$ cat src/design/sgpd_regs.vh
// Constants of the serial grayscale PWM driver: widths, counts and timing.
`ifndef SGPD_REGS_VH
`define SGPD_REGS_VH

`define SGPD_CHANNELS       24
`define SGPD_GS_BITS        12
`define SGPD_SR_BITS        288
`define SGPD_GS_FULL        12'hFFF
`define SGPD_GS_ZERO        12'h000
`define SGPD_CLK_PERIOD_NS  5
`define SGPD_OSC_PERIOD_NS  250
`define SGPD_OSC_DIV        ((`SGPD_OSC_PERIOD_NS) / (`SGPD_CLK_PERIOD_NS))
`define SGPD_TURNON_EDGE    5
`define SGPD_GRP1_NS        24
`define SGPD_GRP2_NS        48
`define SGPD_GRP3_NS        72
`define SGPD_GRP1_CYC       ((`SGPD_GRP1_NS + `SGPD_CLK_PERIOD_NS - 1) / `SGPD_CLK_PERIOD_NS)
`define SGPD_GRP2_CYC       ((`SGPD_GRP2_NS + `SGPD_CLK_PERIOD_NS - 1) / `SGPD_CLK_PERIOD_NS)
`define SGPD_GRP3_CYC       ((`SGPD_GRP3_NS + `SGPD_CLK_PERIOD_NS - 1) / `SGPD_CLK_PERIOD_NS)
`define SGPD_HIST_DEPTH     15
`define SGPD_BUF_DEPTH      2

`endif

$ cat src/design/sgpd_core.v
// Serial grayscale PWM driver: shift register, latch, PWM timing and group stagger.
`timescale 1ns/1ps
`include "sgpd_regs.vh"

module sgpd_core (
	input  wire                        core_clk,
	input  wire                        rst,
	input  wire                        shiftClk,
	input  wire                        serialDataInput,
	input  wire                        latchStrobe,
	input  wire                        outputDisable,
	output wire                        serialDataOutput,
	output wire [`SGPD_CHANNELS-1:0]   sinkChannelOutput
);

	localparam [2:0] ST_BLANK = 3'b001;
	localparam [2:0] ST_WAIT  = 3'b010;
	localparam [2:0] ST_RUN   = 3'b100;

	// The counts are reckoned as integers and cut to their register widths on purpose.
	localparam integer OSC_LAST_I   = `SGPD_OSC_DIV - 1;
	localparam integer TURNON_CNT_I = `SGPD_TURNON_EDGE;
	localparam [5:0]   OSC_LAST     = OSC_LAST_I[5:0];
	localparam [2:0]   TURNON_CNT   = TURNON_CNT_I[2:0];

	integer i;

	// Pin synchronisers; the data pin keeps a third stage so that it is sampled one cycle
	// earlier than the detected clock edge, which keeps the host's hold margin.
	reg        sclkS1_r;
	reg        sclkS2_r;
	reg        sclkS3_r;
	reg        dinS1_r;
	reg        dinS2_r;
	reg        dinS3_r;
	reg        latS1_r;
	reg        latS2_r;
	reg        latS3_r;
	reg        disS1_r;
	reg        disS2_r;

	always @(posedge core_clk or posedge rst) begin
		if (rst) begin
			sclkS1_r <= 1'b0;
			sclkS2_r <= 1'b0;
			sclkS3_r <= 1'b0;
			dinS1_r  <= 1'b0;
			dinS2_r  <= 1'b0;
			dinS3_r  <= 1'b0;
			latS1_r  <= 1'b0;
			latS2_r  <= 1'b0;
			latS3_r  <= 1'b0;
			disS1_r  <= 1'b1;
			disS2_r  <= 1'b1;
		end else begin
			sclkS1_r <= shiftClk;
			sclkS2_r <= sclkS1_r;
			sclkS3_r <= sclkS2_r;
			dinS1_r  <= serialDataInput;
			dinS2_r  <= dinS1_r;
			dinS3_r  <= dinS2_r;
			latS1_r  <= latchStrobe;
			latS2_r  <= latS1_r;
			latS3_r  <= latS2_r;
			disS1_r  <= outputDisable;
			disS2_r  <= disS1_r;
		end
	end

	// Edges are found on the second and third stages, so no logic reads a first stage.
	// The shift clock must stand high and low for at least one core cycle each, or an edge is lost.
	wire sclkRise  = sclkS2_r & ~sclkS3_r;
	wire sclkFall  = ~sclkS2_r & sclkS3_r;
	wire latchRise = latS2_r & ~latS3_r;

	// Two-entry buffer between the captured bits and the shift register. The shift
	// register stalls in the cycle of a latch copy, so a bit arriving then waits here.
	reg  [`SGPD_BUF_DEPTH-1:0] bufData_r;
	reg  [1:0]                 bufCount_r;
	wire                       bufInReady  = (bufCount_r != 2'd2);
	wire                       bufInValid  = sclkRise;
	wire                       bufOutValid = (bufCount_r != 2'd0);
	wire                       srReady     = ~latchRise;
	wire                       bufPush     = bufInValid & bufInReady;
	wire                       bufPop      = bufOutValid & srReady;

	always @(posedge core_clk or posedge rst) begin
		if (rst) begin
			bufData_r  <= 2'b00;
			bufCount_r <= 2'd0;
		end else begin
			case ({bufPush, bufPop})
				2'b10: begin
					if (bufCount_r == 2'd0) begin
						bufData_r[0] <= dinS3_r;
					end else begin
						bufData_r[1] <= dinS3_r;
					end
					bufCount_r <= bufCount_r + 2'd1;
				end
				2'b01: begin
					bufData_r[0] <= bufData_r[1];
					bufCount_r   <= bufCount_r - 2'd1;
				end
				2'b11: begin
					if (bufCount_r == 2'd1) begin
						bufData_r[0] <= dinS3_r;
					end else begin
						bufData_r[0] <= bufData_r[1];
						bufData_r[1] <= dinS3_r;
					end
				end
				default: begin
					bufCount_r <= bufCount_r;
				end
			endcase
		end
	end

	// Grayscale data holds no reset: its content is undefined until the host loads it.
	reg [`SGPD_SR_BITS-1:0] shiftData_r;
	reg [`SGPD_SR_BITS-1:0] grayscaleData_r;

	always @(posedge core_clk) begin
		if (bufPop) begin
			shiftData_r <= {shiftData_r[`SGPD_SR_BITS-2:0], bufData_r[0]};
		end
		if (latchRise) begin
			grayscaleData_r <= shiftData_r;
		end
	end

	reg serialDataOutput_r;

	always @(posedge core_clk or posedge rst) begin
		if (rst) begin
			serialDataOutput_r <= 1'b0;
		end else if (sclkFall) begin
			serialDataOutput_r <= shiftData_r[`SGPD_SR_BITS-1];
		end
	end

	// Free-running oscillator tick, independent of the shift clock.
	// It is never restarted by the disable pin, so turn-on jitters by up to one tick.
	reg [5:0] oscDiv_r;
	wire      oscTick = (oscDiv_r == OSC_LAST);

	always @(posedge core_clk or posedge rst) begin
		if (rst) begin
			oscDiv_r <= 6'h00;
		end else if (oscTick) begin
			oscDiv_r <= 6'h00;
		end else begin
			oscDiv_r <= oscDiv_r + 6'h01;
		end
	end

	reg  [`SGPD_GS_BITS-1:0]  gsCounter_r;
	wire [`SGPD_GS_BITS:0]    cntSum = {1'b0, gsCounter_r} + 13'h0001;
	wire [`SGPD_GS_BITS-1:0]  cntInc = cntSum[`SGPD_GS_BITS-1:0];

	reg [`SGPD_CHANNELS-1:0] gsNonZero;
	reg [`SGPD_CHANNELS-1:0] gsMatch;

	always @* begin
		gsNonZero = {`SGPD_CHANNELS{1'b0}};
		gsMatch   = {`SGPD_CHANNELS{1'b0}};
		for (i = 0; i < `SGPD_CHANNELS; i = i + 1) begin
			gsNonZero[i] = (grayscaleData_r[i*`SGPD_GS_BITS +: `SGPD_GS_BITS] != `SGPD_GS_ZERO);
			gsMatch[i]   = (grayscaleData_r[i*`SGPD_GS_BITS +: `SGPD_GS_BITS] == cntInc);
		end
	end

	// The match is taken against the next counter value, so a channel stands on for
	// exactly its grayscale value in ticks and a value of FFFh leaves one tick dark.
	reg [2:0]                state_r;
	reg [2:0]                waitCnt_r;
	reg [`SGPD_CHANNELS-1:0] pwmOn_r;

	always @(posedge core_clk or posedge rst) begin
		if (rst) begin
			state_r     <= ST_BLANK;
			waitCnt_r   <= 3'd0;
			gsCounter_r <= `SGPD_GS_ZERO;
			pwmOn_r     <= {`SGPD_CHANNELS{1'b0}};
		end else begin
			case (state_r)
				ST_BLANK: begin
					gsCounter_r <= `SGPD_GS_ZERO;
					pwmOn_r     <= {`SGPD_CHANNELS{1'b0}};
					waitCnt_r   <= 3'd0;
					if (!disS2_r) begin
						state_r <= ST_WAIT;
					end
				end
				ST_WAIT: begin
					pwmOn_r <= {`SGPD_CHANNELS{1'b0}};
					if (disS2_r) begin
						state_r <= ST_BLANK;
					end else if (oscTick) begin
						if (waitCnt_r == TURNON_CNT - 3'd1) begin
							state_r     <= ST_RUN;
							gsCounter_r <= `SGPD_GS_ZERO;
							// A strobe in the very cycle of turn-on keeps the outputs off.
							pwmOn_r     <= latchRise ? {`SGPD_CHANNELS{1'b0}} : gsNonZero;
						end else begin
							waitCnt_r <= waitCnt_r + 3'd1;
						end
					end
				end
				ST_RUN: begin
					if (disS2_r) begin
						state_r     <= ST_BLANK;
						gsCounter_r <= `SGPD_GS_ZERO;
						pwmOn_r     <= {`SGPD_CHANNELS{1'b0}};
					end else if (oscTick) begin
						gsCounter_r <= cntInc;
						if (gsCounter_r == `SGPD_GS_FULL) begin
							pwmOn_r <= latchRise ? {`SGPD_CHANNELS{1'b0}} : gsNonZero;
						end else if (latchRise) begin
							pwmOn_r <= {`SGPD_CHANNELS{1'b0}};
						end else if (cntInc == `SGPD_GS_FULL) begin
							pwmOn_r <= {`SGPD_CHANNELS{1'b0}};
						end else begin
							pwmOn_r <= pwmOn_r & ~gsMatch;
						end
					end else if (latchRise) begin
						pwmOn_r <= {`SGPD_CHANNELS{1'b0}};
					end
				end
				default: begin
					state_r <= ST_BLANK;
				end
			endcase
		end
	end

	// Delay line for the group stagger; every edge of a channel, on or off, is delayed
	// alike, so the duty of each group is kept while the inrush is spread.
	reg [`SGPD_CHANNELS-1:0] stageHist_r [0:`SGPD_HIST_DEPTH-1];

	always @(posedge core_clk or posedge rst) begin
		if (rst) begin
			for (i = 0; i < `SGPD_HIST_DEPTH; i = i + 1) begin
				stageHist_r[i] <= {`SGPD_CHANNELS{1'b0}};
			end
		end else begin
			stageHist_r[0] <= pwmOn_r;
			for (i = 1; i < `SGPD_HIST_DEPTH; i = i + 1) begin
				stageHist_r[i] <= stageHist_r[i-1];
			end
		end
	end

	wire [`SGPD_CHANNELS-1:0] tapGrp1 = stageHist_r[`SGPD_GRP1_CYC-1];
	wire [`SGPD_CHANNELS-1:0] tapGrp2 = stageHist_r[`SGPD_GRP2_CYC-1];
	wire [`SGPD_CHANNELS-1:0] tapGrp3 = stageHist_r[`SGPD_GRP3_CYC-1];

	reg [`SGPD_CHANNELS-1:0] sinkOut_nxt;
	reg [`SGPD_CHANNELS-1:0] sinkOut_r;

	always @* begin
		sinkOut_nxt = {`SGPD_CHANNELS{1'b0}};
		for (i = 0; i < `SGPD_CHANNELS; i = i + 1) begin
			case (i % 4)
				0: sinkOut_nxt[i] = pwmOn_r[i];
				1: sinkOut_nxt[i] = tapGrp1[i];
				2: sinkOut_nxt[i] = tapGrp2[i];
				3: sinkOut_nxt[i] = tapGrp3[i];
				default: sinkOut_nxt[i] = 1'b0;
			endcase
		end
	end

	always @(posedge core_clk or posedge rst) begin
		if (rst) begin
			sinkOut_r <= {`SGPD_CHANNELS{1'b0}};
		end else begin
			sinkOut_r <= sinkOut_nxt;
		end
	end

	assign serialDataOutput  = serialDataOutput_r;
	assign sinkChannelOutput = sinkOut_r;

endmodule // sgpd_core

$ cat config.mk
export PLATFORM = sky130hd
export DESIGN_NAME = sgpd_core
export DESIGN_NICKNAME = d
export VERILOG_FILES = /design/src/design/sgpd_core.v
export VERILOG_INCLUDE_DIRS = /design/src /design/src/design
export SDC_FILE = /design/constraint.sdc
export NUM_CORES = 1
export LEC_CHECK = 0
export ABC_AREA = 1
export ABC_CLOCK_PERIOD_IN_PS = 71400
export BUFFER_PORTS_ARGS = -buffer_cell sky130_fd_sc_hd__buf_2
export CAP_MARGIN = 10
export CORE_MARGIN = 2
export CORE_UTILIZATION = 40
export CTS_BUF_LIST = sky130_fd_sc_hd__clkbuf_4 sky130_fd_sc_hd__clkbuf_8
export DETAILED_ROUTE_END_ITERATION = 6
export PLACE_DENSITY = 0.53
export SETUP_SLACK_MARGIN = 0.05
export SLEW_MARGIN = 20
export SYNTH_ARGS = -nofsm -noshare
export SYNTH_HDL_FRONTEND = slang
export SYNTH_SLANG_ARGS = --single-unit
$ cat constraint.sdc
create_clock -name core_clk -period 71.4 [get_ports core_clk]
set_clock_uncertainty 0.05 [all_clocks]
set_input_delay 10.71 -clock core_clk [delete_from_list [all_inputs] [get_ports core_clk]]
set_output_delay 10.71 -clock core_clk [all_outputs]
set_load 0.1 [all_outputs]
==> impl_metrics.xml <==
<?xml version="1.0" encoding="UTF-8"?>
<metrics>
  <group name="worst_setup_path">
    <metric name="worstSetupStartpoint" unit="">serialDataOutput</metric>
    <metric name="worst-path-max-fanout" unit="">2</metric>
    <metric name="slowest_stage" unit="">sky130_fd_sc_hd__buf_2</metric>
    <metric name="cp-endpoint" unit="">serialDataOutput</metric>
    <metric name="cp.depth" unit="">1</metric>
    <metric name="crit-reg2reg-launch" unit="">gsCounter_r[0]</metric>
    <metric name="critPathTopFamily" unit="">buffers and inverters</metric>
    <metric name="cp_num_buf_inv" unit="">1</metric>
    <metric name="critPathMaxStageDelay" unit="ns">0.43</metric>
    <metric name="startpoint_types" unit="">flop</metric>
    <metric name="critical_path.endpoint_type" unit="">output pin</metric>
    <metric name="timing.critical_path.cells" unit="">buf_2</metric>
    <metric name="crit_type" unit="">reg -&gt; out</metric>
    <metric name="worstReg2RegEnd" unit="">pwmOn_r[14]</metric>
    <metric name="reg2reg_depth" unit="">14</metric>
    <metric name="cp_data_required_time" unit="ns">60.64</metric>
    <metric name="timing.reg2reg.setup_slack" unit="ns">66.34</metric>
    <metric name="crit_arrival" unit="ns">1.55</metric>
  </group>
  <group name="yosys">
    <metric name="number_of_synthesized_flops_with_an_enable_pin" unit="">576</metric>
    <metric name="synthDominantAreaCellType" unit="">sky130_fd_sc_hd__edfxtp_1</metric>
    <metric name="postSynthRegisterBits" unit="">844</metric>
    <metric name="ys_dominant_reg_cell" unit="">sky130_fd_sc_hd__edfxtp_1</metric>
    <metric name="yosys-top-cells-area" unit="">sky130_fd_sc_hd__edfxtp_1, sky130_fd_sc_hd__dfrtp_1, sky130_fd_sc_hd__nand2_1</metric>
    <metric name="synth_largest_type_area_fraction" unit="">0.535</metric>
    <metric name="synthesis.area" unit="sq um">32300</metric>
    <metric name="async_reset_ff_frac" unit="">0.318</metric>
    <metric name="synth_cells" unit="">2678</metric>
    <metric name="yosysSeqAreaShare" unit="">0.743</metric>
    <metric name="synth_warnings" unit="">0</metric>
    <metric name="synth.lib_cells_used.distinct" unit="">45</metric>
    <metric name="postSynthNetCount" unit="">2696</metric>
    <metric name="synthMostInstantiatedCell" unit="">sky130_fd_sc_hd__nand2_1</metric>
    <metric name="post_synth_top_cells" unit="">sky130_fd_sc_hd__nand2_1, sky130_fd_sc_hd__edfxtp_1, sky130_fd_sc_hd__inv_1</metric>
    <metric name="postSynthAreaPerCell" unit="sq um">12.1</metric>
  </group>
  <group name="clock_tree">
    <metric name="clkLatencyLatePin" unit="ns">0.78</metric>
    <metric name="cts.sinks" unit="">844</metric>
    <metric name="post-cts-setup-buffer-count" unit="">0</metric>
    <metric name="numCtsBuffers" unit="">140</metric>
    <metric name="post_cts_hold_buffer_count" unit="">0</metric>
    <metric name="tritoncts" unit="">built</metric>
    <metric name="clk_pin_slew_worst_paths" unit="ns">0.06</metric>
    <metric name="clock_path_buffers" unit="">3</metric>
    <metric name="cts.htree.levels" unit="">4</metric>
    <metric name="cts-resized-gates" unit="">0</metric>
    <metric name="clk_root_buffer_cell" unit="">sky130_fd_sc_hd__clkbuf_8</metric>
  </group>
  <group name="floorplanning">
    <metric name="fp.dieArea" unit="sq um">83100</metric>
    <metric name="core" unit="sq um">80300</metric>
    <metric name="chipWidth" unit="um">288</metric>
    <metric name="die_y" unit="um">288</metric>
    <metric name="placementRows" unit="">104</metric>
    <metric name="initial_utilization" unit="">0.402</metric>
    <metric name="num_io_pins" unit="">31</metric>
  </group>
  <group name="sta">
    <metric name="fin_crit_sh" unit="">0.172</metric>
    <metric name="grt_setup_unrepaired" unit="">no</metric>
    <metric name="finalSetupViolCount" unit="">0</metric>
    <metric name="slew_headroom" unit="">0.247</metric>
    <metric name="slew_of_the_pin_with_the_lowest_slew_margin" unit="ns">1.13</metric>
    <metric name="fmax" unit="MHz">81.2</metric>
    <metric name="finalWorstPathRequiredPeriod" unit="ns">12.31</metric>
    <metric name="totalNegativeSetupSlack" unit="ns">0</metric>
    <metric name="finalMaxSlewViolations" unit="">0</metric>
    <metric name="timing_hold_violations_final" unit="">0</metric>
    <metric name="hold-worst-slack" unit="ns">0.284</metric>
  </group>
  <group name="power">
    <metric name="power.switching_fraction" unit="">0.252</metric>
    <metric name="cellPowerDensity" unit="nW/um^2">31.3</metric>
    <metric name="clockPowerShare" unit="">0.394</metric>
    <metric name="cellLeakagePower" unit="uW">0.0151</metric>
    <metric name="seq_power_share" unit="">0.530</metric>
    <metric name="switch_pwr" unit="uW">289</metric>
    <metric name="worst_ir_drop_vdd" unit="mV">0.0153</metric>
    <metric name="cellInternalPower" unit="uW">858</metric>
    <metric name="report.power.total" unit="uW">1150</metric>
    <metric name="comb_power_share" unit="">0.076</metric>
  </group>
  <group name="cells_and_area">
    <metric name="drive_above_1_share" unit="">0.126</metric>
    <metric name="nNetsFinal" unit="">2819</metric>
    <metric name="synthToLayoutAreaGrowth" unit="%">13.4</metric>
    <metric name="layout.cells.non_filler" unit="">3976</metric>
    <metric name="stdcell_area" unit="sq um">36600</metric>
  </group>
  <group name="placed_design">
    <metric name="placedInstanceArea" unit="sq um">33600</metric>
    <metric name="buffer_ports.inserted" unit="">30</metric>
    <metric name="place_inst" unit="">3718</metric>
    <metric name="dp_hpwl" unit="um">44200</metric>
    <metric name="globalplace.congestion" unit="">0.849</metric>
  </group>
  <group name="detailed_routing">
    <metric name="drt_first_pass_iters" unit="">5</metric>
    <metric name="avgViaCountPerCell" unit="">4.99</metric>
    <metric name="detailroute.via_count" unit="">19900</metric>
    <metric name="route.final.wire_length" unit="um">79100</metric>
    <metric name="postRouteAntennaNets" unit="">0</metric>
    <metric name="routed_wire_length_per_instance" unit="um">19.9</metric>
    <metric name="drcViolationCount" unit="">0</metric>
    <metric name="initialDrtViolationCount" unit="">1877</metric>
  </group>
  <group name="global_route">
    <metric name="grt_antenna_before_repair" unit="">2</metric>
    <metric name="overflow" unit="">0</metric>
    <metric name="grt_max_degree" unit="">111</metric>
    <metric name="gr-usage-all-layers" unit="">0.195</metric>
    <metric name="via_count_of_the_first_global_routing_pass" unit="">19700</metric>
    <metric name="grt_first_pass_wirelength" unit="um">119000</metric>
  </group>
  <group name="outcome">
    <metric name="outcome" unit="">complete, no violations</metric>
  </group>
  <group name="run">
    <metric name="max-cap-violations" unit="">0</metric>
  </group>
  <group name="hold_path">
    <metric name="hold_wc_path_type" unit="">reg -&gt; reg</metric>
  </group>
</metrics>
-- power groups by stage --
| stage | Clock (uW) | Combinational, uW | Sequential [uW] |
|---|---|---|---|
| 5_1_grt | 488 | 96.6 | 611 |
| 3_3_place_gp | 0 | 87.1 | 615 |
| 4_1_cts | 466 | 89.5 | 607 |
| 2_1_floorplan | 0 | 61.6 | 666 |
| 6_report | 452 | 87.4 | 607 |
| 3_5_place_dp | 0 | 89.9 | 616 |
-- flip-flops by register name, summed over array words and instances, names as in the netlist, 12 cells and up --
| register | flops |
|---|---|
| grayscaleData_r | 288 |
| shiftData_r | 288 |
| stageHist_r | 144 |
| pwmOn_r | 24 |
| sinkChannelOutput | 24 |
| tapGrp1 | 18 |
| gsCounter_r | 12 |
| tapGrp2 | 12 |
-- metrics by stage --
step | setup WS (ns) | util
floorplan | 8.48 | -
global placement | 58.85 | 0.419
detailed placement | 58.79 | 0.419
CTS | 59.00 | 0.456
global route | 58.99 | 0.456
finish | 59.09 | 0.456
-- area by class of cell --
cell class	instances	area (sq um)
multi-input combinational	1442	6720
fill	7196	43600
timing repair buffer	64	422
inverter	309	1170
sequential	844	24000
clock inverter	62	598
clock buffer	193	2410
antenna	2	5.00
tap	1060	1330
-- logic make-up (layout without fill, tap and decap cells) --
kind of cell | Yosys count | count (layout) | share of synthesized area
AO/OA/AOI/OAI | 71 | 71 | 0.0121
XOR/XNOR | 51 | 51 | 0.0138
adder cells (fa/ha/maj) | 12 | 12 | 0.00465
buffers and inverters | 392 | 628 | 0.0503
flip-flops | 844 | 844 | 0.743
multiplexers | 1 | 1 | 0.000310
other | 0 | 2 | 0
AND/OR/NAND/NOR | 1307 | 1307 | 0.176
-- cells in the final DEF (no fill, tap or decap), drive strengths merged, types with 40 or more instances in the layout --
master | netlist | final
nand2 | 667 | 667
edfxtp | 576 | 576
inv | 307 | 312
nor2 | 276 | 276
dfrtp | 265 | 265
nand3 | 233 | 233
clkbuf | 24 | 193
buf | 59 | 64
clkinv | 2 | 41
xor2 | 40 | 40
-- metal layers --
layer / wire length (um) / track usage
met5: 0 / 0
met4: 2700 / 0.0886
met2: 36200 / 0.305
met1: 34700 / 0.265
met3: 5500 / 0.0378
-- worst min-delay path by stage --
stage                                start  slack, ns                to  depth (start not counted)
after global placement         tapGrp1[23]       0.28  stageHist_r[239]                          0
after CTS                      tapGrp2[19]       0.29  stageHist_r[115]                          0
final                          tapGrp2[19]       0.28  stageHist_r[115]                          0
after floorplan                    dinS1_r       0.28           dinS2_r                          0
after detailed placement  stageHist_r[294]       0.28  stageHist_r[270]                          0
after global routing           tapGrp2[19]       0.29  stageHist_r[115]                          0
Power figures use the tool's default switching activity.
